### src/design/fdsr_pkg.sv
// Package for the drive seek, ready and erase control block
// Behaviour
// - Speed detect stays high while the disk turns above half rated speed.
// - Ready latch sets on the second index pulse after speed detect rises.
// - Each step pulse samples and holds the direction input for that step.
// - Step trailing edge makes an internal step; a second follows about 3 ms later.
// - One host step pulse moves the motor two steps, one track.
// - Held direction and internal steps become 1-2 phase drive for four phases.
// - On a phase change two phases are energised together briefly.
// - Even track rests on phase A, odd track on the complementary phase A.
// - Phases B and B-complement are energised only in seeks, about 3.6 ms per step.
// - Phase B is used stepping out from even or in from odd tracks.
// - Each internal step retriggers a 75 ms high-supply overdrive timer.
// - Track-zero output low only with sensor, phase A and outward direction.
// - Erase follows write gate directly, or with on/off delays for tunnel erase.
// - Index pulses come once per revolution, 200 ms apart, 2 to 5.5 ms wide.
// - Read pulses keep their 4, 6 and 8 us spacing for the host decoder.
// - Write-protect output asserts while the disk notch is masked.
// - Motor-on request passes through the spindle gate to the 300 rpm spindle.
// - Outward steps are ignored while the head sits at track zero.
// - Writing needs notch open, write gate, and drive selected or strapped.
package fdsr_pkg;
	localparam int CLK_NS   = 10;
	localparam int TICK_NS  = 1000;
	localparam int TICK_CYC = TICK_NS / CLK_NS;
	localparam int STEP2_US = 3000;
	localparam int PHB_US   = 3600;
	localparam int OVL_US   = PHB_US - STEP2_US;
	localparam int OVD_US   = 75000;
	localparam int ERON_US  = 260;
	localparam int EROFF_US = 900;
	localparam int SPD_US   = 400000;
	localparam int RDW_NS   = 1000;
	localparam int RDW_CYC  = RDW_NS / CLK_NS;
	localparam int TMR_W    = 20;

	localparam logic [3:0]  REG_CTRL   = 4'h0;
	localparam logic [3:0]  REG_STAT   = 4'h4;
	localparam logic [3:0]  REG_IPER   = 4'h8;
	localparam int          CTRL_TUN   = 0;
	localparam logic [31:0] CTRL_RST   = 32'h0;

	localparam logic [1:0]  POS_A  = 2'h0;
	localparam logic [1:0]  POS_B  = 2'h1;
	localparam logic [1:0]  POS_AN = 2'h2;

	typedef struct packed {
		logic a;
		logic b;
		logic a_n;
		logic b_n;
	} fdsr_coil_t;

	typedef struct packed {
		logic ready_n;
		logic index_n;
		logic track0_n;
		logic write_protect_n;
		logic read_data_n;
	} fdsr_pins_t;

	typedef struct packed {
		logic       write_en;
		logic       erase;
		logic       hi_supply;
		logic       seek;
		logic       dir_in;
		logic       ready;
		logic       speed;
		fdsr_coil_t coil;
	} fdsr_stat_t;

	typedef enum logic [1:0] {
		ST_IDLE = 2'b01,
		ST_GAP  = 2'b10
	} fdsr_step_t;
endpackage

### src/design/fdsr_ctrl.sv
// Drive control: ready detector, stepper seek, track zero, erase and pin timing
//
// Added by the designer: the placing of the registers and the Avalon-MM slave port.
`timescale 1ns/100ps
module fdsr_ctrl import fdsr_pkg::*; #(
	parameter int STEP2_T = STEP2_US * 1000 / TICK_NS,
	parameter int OVL_T   = OVL_US * 1000 / TICK_NS,
	parameter int OVD_T   = OVD_US * 1000 / TICK_NS,
	parameter int ERON_T  = ERON_US * 1000 / TICK_NS,
	parameter int EROFF_T = EROFF_US * 1000 / TICK_NS,
	parameter int SPD_T   = SPD_US * 1000 / TICK_NS,
	parameter int TICK_C  = TICK_CYC
) (
	input  wire logic        sys_clk,
	input  wire logic        rst_n,
	input  wire logic [3:0]  address,
	input  wire logic        read,
	input  wire logic        write,
	input  wire logic [31:0] writedata,
	output logic [31:0]      readdata,
	output logic             waitrequest,
	input  wire logic        index_sense,
	input  wire logic        motor_on_n,
	input  wire logic        drive_select_n,
	input  wire logic        always_sel,
	input  wire logic        step_n,
	input  wire logic        dir_in,
	input  wire logic        write_gate_n,
	input  wire logic        track0_sense,
	input  wire logic        protect_sense,
	input  wire logic        low_volt,
	input  wire logic        read_raw,
	output fdsr_pins_t       pins,
	output fdsr_coil_t       coil,
	output logic             spindle_en,
	output logic             hi_supply,
	output logic             write_en,
	output logic             erase_gate,
	output logic             erase_gate_probe,
	output logic             phase_b_probe,
	output logic             revolution_probe
);
	logic [6:0]       tick_cnt;
	logic [6:0]       next_tick_cnt;
	logic             tick;
	logic             step_q;
	logic             idx_q;
	logic             rd_q;
	logic             dir_held;
	logic             next_dir;
	fdsr_step_t       st;
	fdsr_step_t       next_st;
	logic [1:0]       cur_pos;
	logic [1:0]       next_pos;
	logic [1:0]       prev_pos;
	logic [1:0]       next_prev;
	logic             step_fall;
	logic             step_rise;
	logic             at_zero;
	logic             int_step1;
	logic             int_step2;
	logic             int_step;
	logic             step2_done;
	logic             ovl_busy;
	logic             ovd_busy;
	logic             speed;
	logic             idx_rise;
	logic [1:0]       idx_cnt;
	logic [1:0]       next_idx_cnt;
	logic             ready;
	logic [TMR_W-1:0] iper_cnt;
	logic [TMR_W-1:0] next_iper_cnt;
	logic [TMR_W-1:0] iper;
	logic [TMR_W-1:0] next_iper;
	logic [3:0]       energ;
	logic             next_wen;
	logic             next_erase;
	logic             ers_trig;
	logic             ers_done;
	logic             rdw_busy;
	fdsr_pins_t       next_pins;
	logic [31:0]      ctrl;
	logic [31:0]      next_ctrl;
	logic [31:0]      next_rdata;
	logic             ack;
	logic             next_ack;
	fdsr_stat_t       stat;
	logic             tunnel;

	assign tunnel    = ctrl[CTRL_TUN];
	assign step_fall = step_q & ~step_n;
	assign step_rise = ~step_q & step_n;
	assign idx_rise  = index_sense & ~idx_q;
	assign ready     = (idx_cnt == 2'h2);
	// Already on track zero and heading out: the step would drive into the stopper
	assign at_zero   = track0_sense & (cur_pos == POS_A) & ~dir_held;
	assign int_step1 = (st == ST_IDLE) & step_rise & ~at_zero & ~low_volt;
	assign int_step2 = (st == ST_GAP) & step2_done;
	assign int_step  = int_step1 | int_step2;
	assign ers_trig  = tunnel & (next_wen != write_en);
	assign tick      = (tick_cnt == 7'(TICK_C - 1));

	// Microsecond tick shared by every delay counter but u_rdw, which counts clock cycles
	always_comb begin
		next_tick_cnt = tick ? 7'h00 : tick_cnt + 7'h01;
	end

	fdsr_timer u_step2 (
		.sys_clk (sys_clk),
		.rst_n   (rst_n),
		.tick    (tick),
		.trig    (int_step1),
		.value   (TMR_W'(STEP2_T)),
		.busy    (),
		.done    (step2_done)
	);

	fdsr_timer u_ovl (
		.sys_clk (sys_clk),
		.rst_n   (rst_n),
		.tick    (tick),
		.trig    (int_step),
		.value   (TMR_W'(OVL_T)),
		.busy    (ovl_busy),
		.done    ()
	);

	fdsr_timer u_ovd (
		.sys_clk (sys_clk),
		.rst_n   (rst_n),
		.tick    (tick),
		.trig    (int_step),
		.value   (TMR_W'(OVD_T)),
		.busy    (ovd_busy),
		.done    ()
	);

	// Retriggered by every index; stays busy while revolutions come within 400 ms
	fdsr_timer u_spd (
		.sys_clk (sys_clk),
		.rst_n   (rst_n),
		.tick    (tick),
		.trig    (idx_rise),
		.value   (TMR_W'(SPD_T)),
		.busy    (speed),
		.done    ()
	);

	fdsr_timer u_ers (
		.sys_clk (sys_clk),
		.rst_n   (rst_n),
		.tick    (tick),
		.trig    (ers_trig),
		.value   (next_wen ? TMR_W'(ERON_T) : TMR_W'(EROFF_T)),
		.busy    (),
		.done    (ers_done)
	);

	fdsr_timer u_rdw (
		.sys_clk (sys_clk),
		.rst_n   (rst_n),
		.tick    (1'b1),
		.trig    (read_raw & ~rd_q & ~write_en),
		.value   (TMR_W'(RDW_CYC)),
		.busy    (rdw_busy),
		.done    ()
	);

	// Seek sequencer: positions A, B, A-bar, B-bar; outward counts up
	always_comb begin
		next_dir  = step_fall ? dir_in : dir_held;
		next_pos  = cur_pos;
		next_prev = prev_pos;
		next_st   = st;
		if (int_step) begin
			next_pos  = dir_held ? cur_pos - 2'h1 : cur_pos + 2'h1;
			next_prev = cur_pos;
		end
		case (st)
			ST_IDLE: if (int_step1) next_st = ST_GAP;
			ST_GAP:  if (step2_done) next_st = ST_IDLE;
			default: next_st = ST_IDLE;
		endcase
	end

	// Old phase overlaps the new one, so B stays on 3.0 + 0.6 ms
	generate
		for (genvar i = 0; i < 4; i++) begin : g_phase
			assign energ[3-i] = (cur_pos == 2'(i)) | (ovl_busy & (prev_pos == 2'(i)));
		end
	endgenerate

	always_comb begin
		next_idx_cnt  = idx_cnt;
		next_iper_cnt = iper_cnt;
		next_iper     = iper;
		if (!speed || low_volt) begin
			next_idx_cnt = 2'h0;
		end else if (idx_rise && !ready) begin
			next_idx_cnt = idx_cnt + 2'h1;
		end
		if (idx_rise) begin
			next_iper     = iper_cnt;
			next_iper_cnt = '0;
		end else if (tick && iper_cnt != '1) begin
			next_iper_cnt = iper_cnt + 1'b1;
		end
	end

	always_comb begin
		next_wen = ~protect_sense & ~write_gate_n
			& (~drive_select_n | always_sel) & ~low_volt;
		if (low_volt) begin
			next_erase = 1'b0;
		end else if (!tunnel) begin
			next_erase = next_wen;
		end else if (ers_done) begin
			next_erase = write_en;
		end else begin
			next_erase = erase_gate;
		end
		next_pins.ready_n         = ~ready;
		next_pins.index_n         = ~index_sense;
		next_pins.track0_n        = ~(track0_sense & coil.a & ~dir_held);
		next_pins.write_protect_n = ~protect_sense;
		next_pins.read_data_n     = ~rdw_busy;
	end

	always_comb begin
		stat.write_en  = write_en;
		stat.erase     = erase_gate;
		stat.hi_supply = hi_supply;
		stat.seek      = (st == ST_GAP) | ovl_busy;
		stat.dir_in    = dir_held;
		stat.ready     = ready;
		stat.speed     = speed;
		stat.coil      = coil;
		next_ack       = (read | write) & ~ack;
		next_ctrl      = ctrl;
		next_rdata     = readdata;
		if (write && ack && address == REG_CTRL) begin
			next_ctrl = {31'h0, writedata[CTRL_TUN]};
		end
		if (read && !ack) begin
			case (address)
				REG_CTRL: next_rdata = ctrl;
				REG_STAT: next_rdata = {{(32 - $bits(stat)){1'b0}}, stat};
				REG_IPER: next_rdata = {{(32 - TMR_W){1'b0}}, iper};
				default:  next_rdata = 32'h0;
			endcase
		end
	end

	assign waitrequest = (read | write) & ~ack;

	always_ff @(posedge sys_clk or negedge rst_n) begin
		if (!rst_n) begin
			tick_cnt         <= 7'h00;
			step_q           <= 1'b1;
			idx_q            <= 1'b0;
			rd_q             <= 1'b0;
			dir_held         <= 1'b0;
			st               <= ST_IDLE;
			cur_pos          <= POS_A;
			prev_pos         <= POS_A;
			idx_cnt          <= 2'h0;
			iper_cnt         <= '0;
			iper             <= '0;
			coil             <= '0;
			hi_supply        <= 1'b0;
			write_en         <= 1'b0;
			erase_gate       <= 1'b0;
			erase_gate_probe <= 1'b0;
			phase_b_probe    <= 1'b0;
			revolution_probe <= 1'b0;
			spindle_en       <= 1'b0;
			pins             <= '1;
			ctrl             <= CTRL_RST;
			readdata         <= 32'h0;
			ack              <= 1'b0;
		end else begin
			tick_cnt         <= next_tick_cnt;
			step_q           <= step_n;
			idx_q            <= index_sense;
			rd_q             <= read_raw;
			dir_held         <= next_dir;
			st               <= next_st;
			cur_pos          <= next_pos;
			prev_pos         <= next_prev;
			idx_cnt          <= next_idx_cnt;
			iper_cnt         <= next_iper_cnt;
			iper             <= next_iper;
			coil             <= fdsr_coil_t'(energ);
			hi_supply        <= ovd_busy;
			write_en         <= next_wen;
			erase_gate       <= next_erase;
			erase_gate_probe <= next_erase;
			phase_b_probe    <= energ[2];
			revolution_probe <= index_sense;
			spindle_en       <= ~motor_on_n & ~low_volt;
			pins             <= next_pins;
			ctrl             <= next_ctrl;
			readdata         <= next_rdata;
			ack              <= next_ack;
		end
	end

	// Checks
	ready_needs_speed_a: assert property (@(posedge sys_clk) disable iff (!rst_n)
		!pins.ready_n |-> $past(speed, 2)) else $error("ready without speed");
	dir_sample_a: assert property (@(posedge sys_clk) disable iff (!rst_n)
		step_fall |=> dir_held == $past(dir_in)) else $error("direction not held");
	track_zero_out_a: assert property (@(posedge sys_clk) disable iff (!rst_n)
		!pins.track0_n |-> $past(track0_sense && coil.a && !dir_held))
		else $error("track zero gating");
	zero_block_a: assert property (@(posedge sys_clk) disable iff (!rst_n)
		(st == ST_IDLE && step_rise && at_zero) |=> $stable(cur_pos))
		else $error("outward step at track zero");
	overdrive_on_a: assert property (@(posedge sys_clk) disable iff (!rst_n)
		int_step |=> ##1 hi_supply) else $error("overdrive not started");
	coil_exclusive_a: assert property (@(posedge sys_clk) disable iff (!rst_n)
		!(coil.a && coil.a_n) && !(coil.b && coil.b_n)) else $error("opposite coils on");
	b_only_seek_a: assert property (@(posedge sys_clk) disable iff (!rst_n)
		(coil.b || coil.b_n) |-> $past(st == ST_GAP || ovl_busy))
		else $error("phase B outside seek");
	rest_on_a_a: assert property (@(posedge sys_clk) disable iff (!rst_n)
		(st == ST_IDLE && !ovl_busy) |-> cur_pos[0] == 1'b0)
		else $error("rest position not A");
	write_qual_a: assert property (@(posedge sys_clk) disable iff (!rst_n)
		write_en |-> $past(!protect_sense && !write_gate_n && (!drive_select_n || always_sel)))
		else $error("write enabled unqualified");
	straddle_erase_a: assert property (@(posedge sys_clk) disable iff (!rst_n)
		($past(!tunnel) && !tunnel) |-> erase_gate == write_en)
		else $error("straddle erase lags write");
	second_step_a: assert property (@(posedge sys_clk) disable iff (!rst_n)
		int_step1 |=> st == ST_GAP ##1 st == ST_GAP) else $error("second step missing");
	read_quiet_a: assert property (@(posedge sys_clk) disable iff (!rst_n)
		(read_raw && !rd_q && write_en && !rdw_busy) |=> ##1 pins.read_data_n)
		else $error("read pulse during write");
endmodule

### src/design/fdsr_timer.sv
// Retriggerable down-counter with busy level and expiry pulse
`timescale 1ns/100ps
module fdsr_timer import fdsr_pkg::*; #(
	parameter int W = TMR_W
) (
	input  wire logic         sys_clk,
	input  wire logic         rst_n,
	input  wire logic         tick,
	input  wire logic         trig,
	input  wire logic [W-1:0] value,
	output logic              busy,
	output logic              done
);
	logic [W-1:0] cnt;
	logic [W-1:0] next_cnt;
	logic         next_done;

	always_comb begin
		next_cnt  = cnt;
		next_done = 1'b0;
		if (trig) begin
			next_cnt = value;
		end else if (tick && cnt != '0) begin
			next_cnt  = cnt - 1'b1;
			next_done = (cnt == {{(W-1){1'b0}}, 1'b1});
		end
	end

	always_ff @(posedge sys_clk or negedge rst_n) begin
		if (!rst_n) begin
			cnt  <= '0;
			done <= 1'b0;
		end else begin
			cnt  <= next_cnt;
			done <= next_done;
		end
	end

	assign busy = (cnt != '0);
endmodule

### config.mk
export PLATFORM = sky130hd
export DESIGN_NAME = fdsr_ctrl
export DESIGN_NICKNAME = d
export VERILOG_FILES = /design/src/design/fdsr_pkg.sv /design/src/design/fdsr_ctrl.sv /design/src/design/fdsr_timer.sv
export SDC_FILE = /design/constraint.sdc
export NUM_CORES = 1
export LEC_CHECK = 0
export BUFFER_PORTS_ARGS = -buffer_cell sky130_fd_sc_hd__buf_2
export CORE_MARGIN = 3
export CORE_UTILIZATION = 64
export DETAILED_ROUTE_END_ITERATION = 10
export PLACE_DENSITY = 0.83
export SYNTH_ARGS = -nofsm -noshare
export SYNTH_HDL_FRONTEND = slang
export SYNTH_SLANG_ARGS = --single-unit
### constraint.sdc
create_clock -name sys_clk -period 3.8 [get_ports sys_clk]
set_input_delay 1.14 -clock sys_clk [delete_from_list [all_inputs] [get_ports sys_clk]]
set_output_delay 1.14 -clock sys_clk [all_outputs]
set_load 0.01 [all_outputs]
==> impl_metrics.ini <==
[power_and_ir_drop]
switching_share_pct = 25.8
sequentialPowerShare_pct = 48.9
ir_drop_mv = 0.386
powerDensity_mw_per_mm2 = 434
p_comb_share_pct = 10.4
p_sw_mw = 1.34
power.clock.fraction_pct = 40.6
intPower_mw = 3.87
leakage_nw = 5.20

[sta]
finalSetupViolCount = 0
hold_viol_final = 0
setup_slack_ps = 1050
fin_crit_sh_pct = 72.4
rsz0062_at_grt = no
max_freq_mhz = 364
slew_viol_final = 0
fin_skew_ps = 22.4
tightest_slew_ps = 1090
layout_min_cycle_time_ps = 2750
fin_tns_setup_ps = 0
relSlewSlack_pct = 27.1

[routing]
drt-total-wl_um = 23500
viasPerCell = 6.13
drcViolationCount = 0
wl_per_cell_um = 16.7
ant_nets = 0
drt_pass1_iterations = 6
initialDrtViolationCount = 609
vias = 8622

[cts]
cts_root_buffer = clkbuf_16
cts_sinks = 216
clockBufferDepth = 3
postCtsHoldBufs = 0
clock_latency_ps = 510
cts_htree_levels = 1
ctsResizeCount = 0
cts_tree = built
numCtsBuffers = 23
path_clk_slew_ps = 60
post_cts_buffers = 0

[final_layout]
drive_above_1_share_pct = 11.1
area_growth_pct = 11.3
layout.nets = 1245
antenna_cells = 0
fin_util_pct = 74.2
fill_cells = 1149

[placed_design]
io_buffer_count = 56
pre_cts_ws_ps = 749
hpwl_um = 15600
globalplace.congestion = 0.859

[hold_path]
min_path_type = flop to flop
holdPathEnd = readdata[16]
whs_path_depth = 2
min_from = readdata[16]

[yosys]
synth_area_per_cell_um2 = 9.64
synth_edf_count = 0
synth_top_area_share_pct = 48.5
synth_seq_cells = 216
async_reset_ff_share_pct = 100
syn_area_mm2 = 0.0108
synthTopCellsByArea = dfrtp_1, nand2_1, nor2_1
synthCells = 1118
synth_most_common_cell = dfrtp_1
synthFlopType = dfrtp_1
synth.distinct_cells = 71
yosys_warnings = 0
yosysTopAreaCell = dfrtp_1
yosys-top-cells-count = dfrtp_1, nand2_1, nor2_1, a21oi_1, nand3_1
synth-seq-area-share_pct = 50.2

[global_routing]
grt_pass1_wl_um = 39600
grt_pass1_vias = 8374
grt_max_degree = 84
antenna_found_initial = 0
grt_remaining_overflow = 0
grt_usage_pct = 25.9

[worst_setup_path]
start_kind = flop
crit_type = flop to flop
worstReg2RegEnd = iper_cnt[9]
reg2regPathDepth = 7
cp_max_fo = 12
cp.required_ps = 4200
r2r_setup_slack_ps = 1050
cp-end-kind = flop
cp.arrival_ps = 3150
r2r-start = tick_cnt[0]
cp-startpoint = tick_cnt[0]

[job]
cap_violations = 0

[floorplanning]
start_util_pct = 66.7
die_h_um = 136
io_pins = 100
dieWidth_um = 136
coreArea_mm2 = 0.0162
rows = 46
die_area_mm2 = 0.0184

[status]
status = finished clean
## flip-flops by register name, summed over array words and instances, names as in the netlist, 3 cells and up
name,flops
coil,3
u_ovl.cnt,20
u_spd.cnt,20
readdata,20
u_step2.cnt,20
pins,5
u_ovd.cnt,20
tick_cnt,7
u_ers.cnt,20
iper,20
iper_cnt,20
u_rdw.cnt,20
## worst max path at each step
stage | end | cells past startpoint
6_report | iper_cnt[9] | 7
5_1_grt | u_ovd.cnt[13] | 7
4_1_cts | iper_cnt[9] | 7
3_5_place_dp | readdata[1] | 4
3_3_place_gp | readdata[2] | 4
2_1_floorplan | u_ovd.cnt[4] | 6
## cells in the final DEF (no fill, tap or decap), types with 13 or more instances in the layout
master,count
ha_1,21
o21ai_0,44
o31ai_1,20
or4_1,25
nand4_1,30
nand2b_1,14
nor3_1,30
a21oi_1,50
nor2_1,93
buf_2,55
nand3_1,46
dfrtp_1,209
buf_4,13
clkbuf_1,13
or3_1,44
nand2_1,132
nor4_1,31
xnor2_1,35
inv_1,33
xor2_1,35
clkbuf_16,23
## cells by family (layout without fill, tap and decap cells)
family | after synthesis | count (layout) | synth area share (%)
fa+ha+maj | 21 | 21 | 2.44
other cells | 1 | 12 | 0.0348
buf+inv | 86 | 147 | 3.52
mux | 7 | 7 | 0.673
flops | 216 | 216 | 50.2
compound gates | 202 | 202 | 12.3
xor+xnor | 70 | 70 | 5.69
simple gates | 515 | 515 | 25.1
## layer usage
layer  global-route usage, %  vias up  wire length (um)
met4                    7.00        0               408
met2                    42.6      235             11200
met1                    36.5     4200             10500
met3                    3.83       37              1310
met5                       0        -                 0
li1                        -     4150                 -
## stage by stage
step	cell area (um^2)	power (mW)	hold WS [ps]	std cells
3_5_place_dp	11300	3.12	451	1364
3_3_place_gp	11300	3.10	447	1364
6_report	12000	5.21	459	1406
4_1_cts	12000	5.24	465	1406
2_1_floorplan	10800	2.92	445	1129
5_1_grt	12000	5.43	489	1406
## power groups by stage
stage               sequential (mW)  combinational, mW  clock (mW)
floorplan                      2.56              0.354           0
global placement               2.58              0.524           0
detailed placement             2.58              0.541           0
CTS                            2.54              0.549        2.15
global route                   2.56              0.620        2.25
finish                         2.55              0.544        2.12
## worst max-delay path, stage by stage, from the launching register on
cell and delay [ps]:
dfrtp_1 400, ha_1 260, nor4bb_1 430, buf_4 240, nand2_1 360, a21oi_1 560
nand4_1 230, mux2i_1 160
## cell type report
type                            count  area [um^2]  area share (%)
Clock inverter                      4         48.8           0.407
Inverter                           33          124            1.03
Multi-Input combinational cell    827         5050            42.0
Tap cell                          216          270            2.25
Clock buffer                       38          652            5.43
Timing Repair Buffer               72          448            3.73
Sequential cell                   216         5410            45.1
No activity file was read; power rests on OpenSTA's default activity.
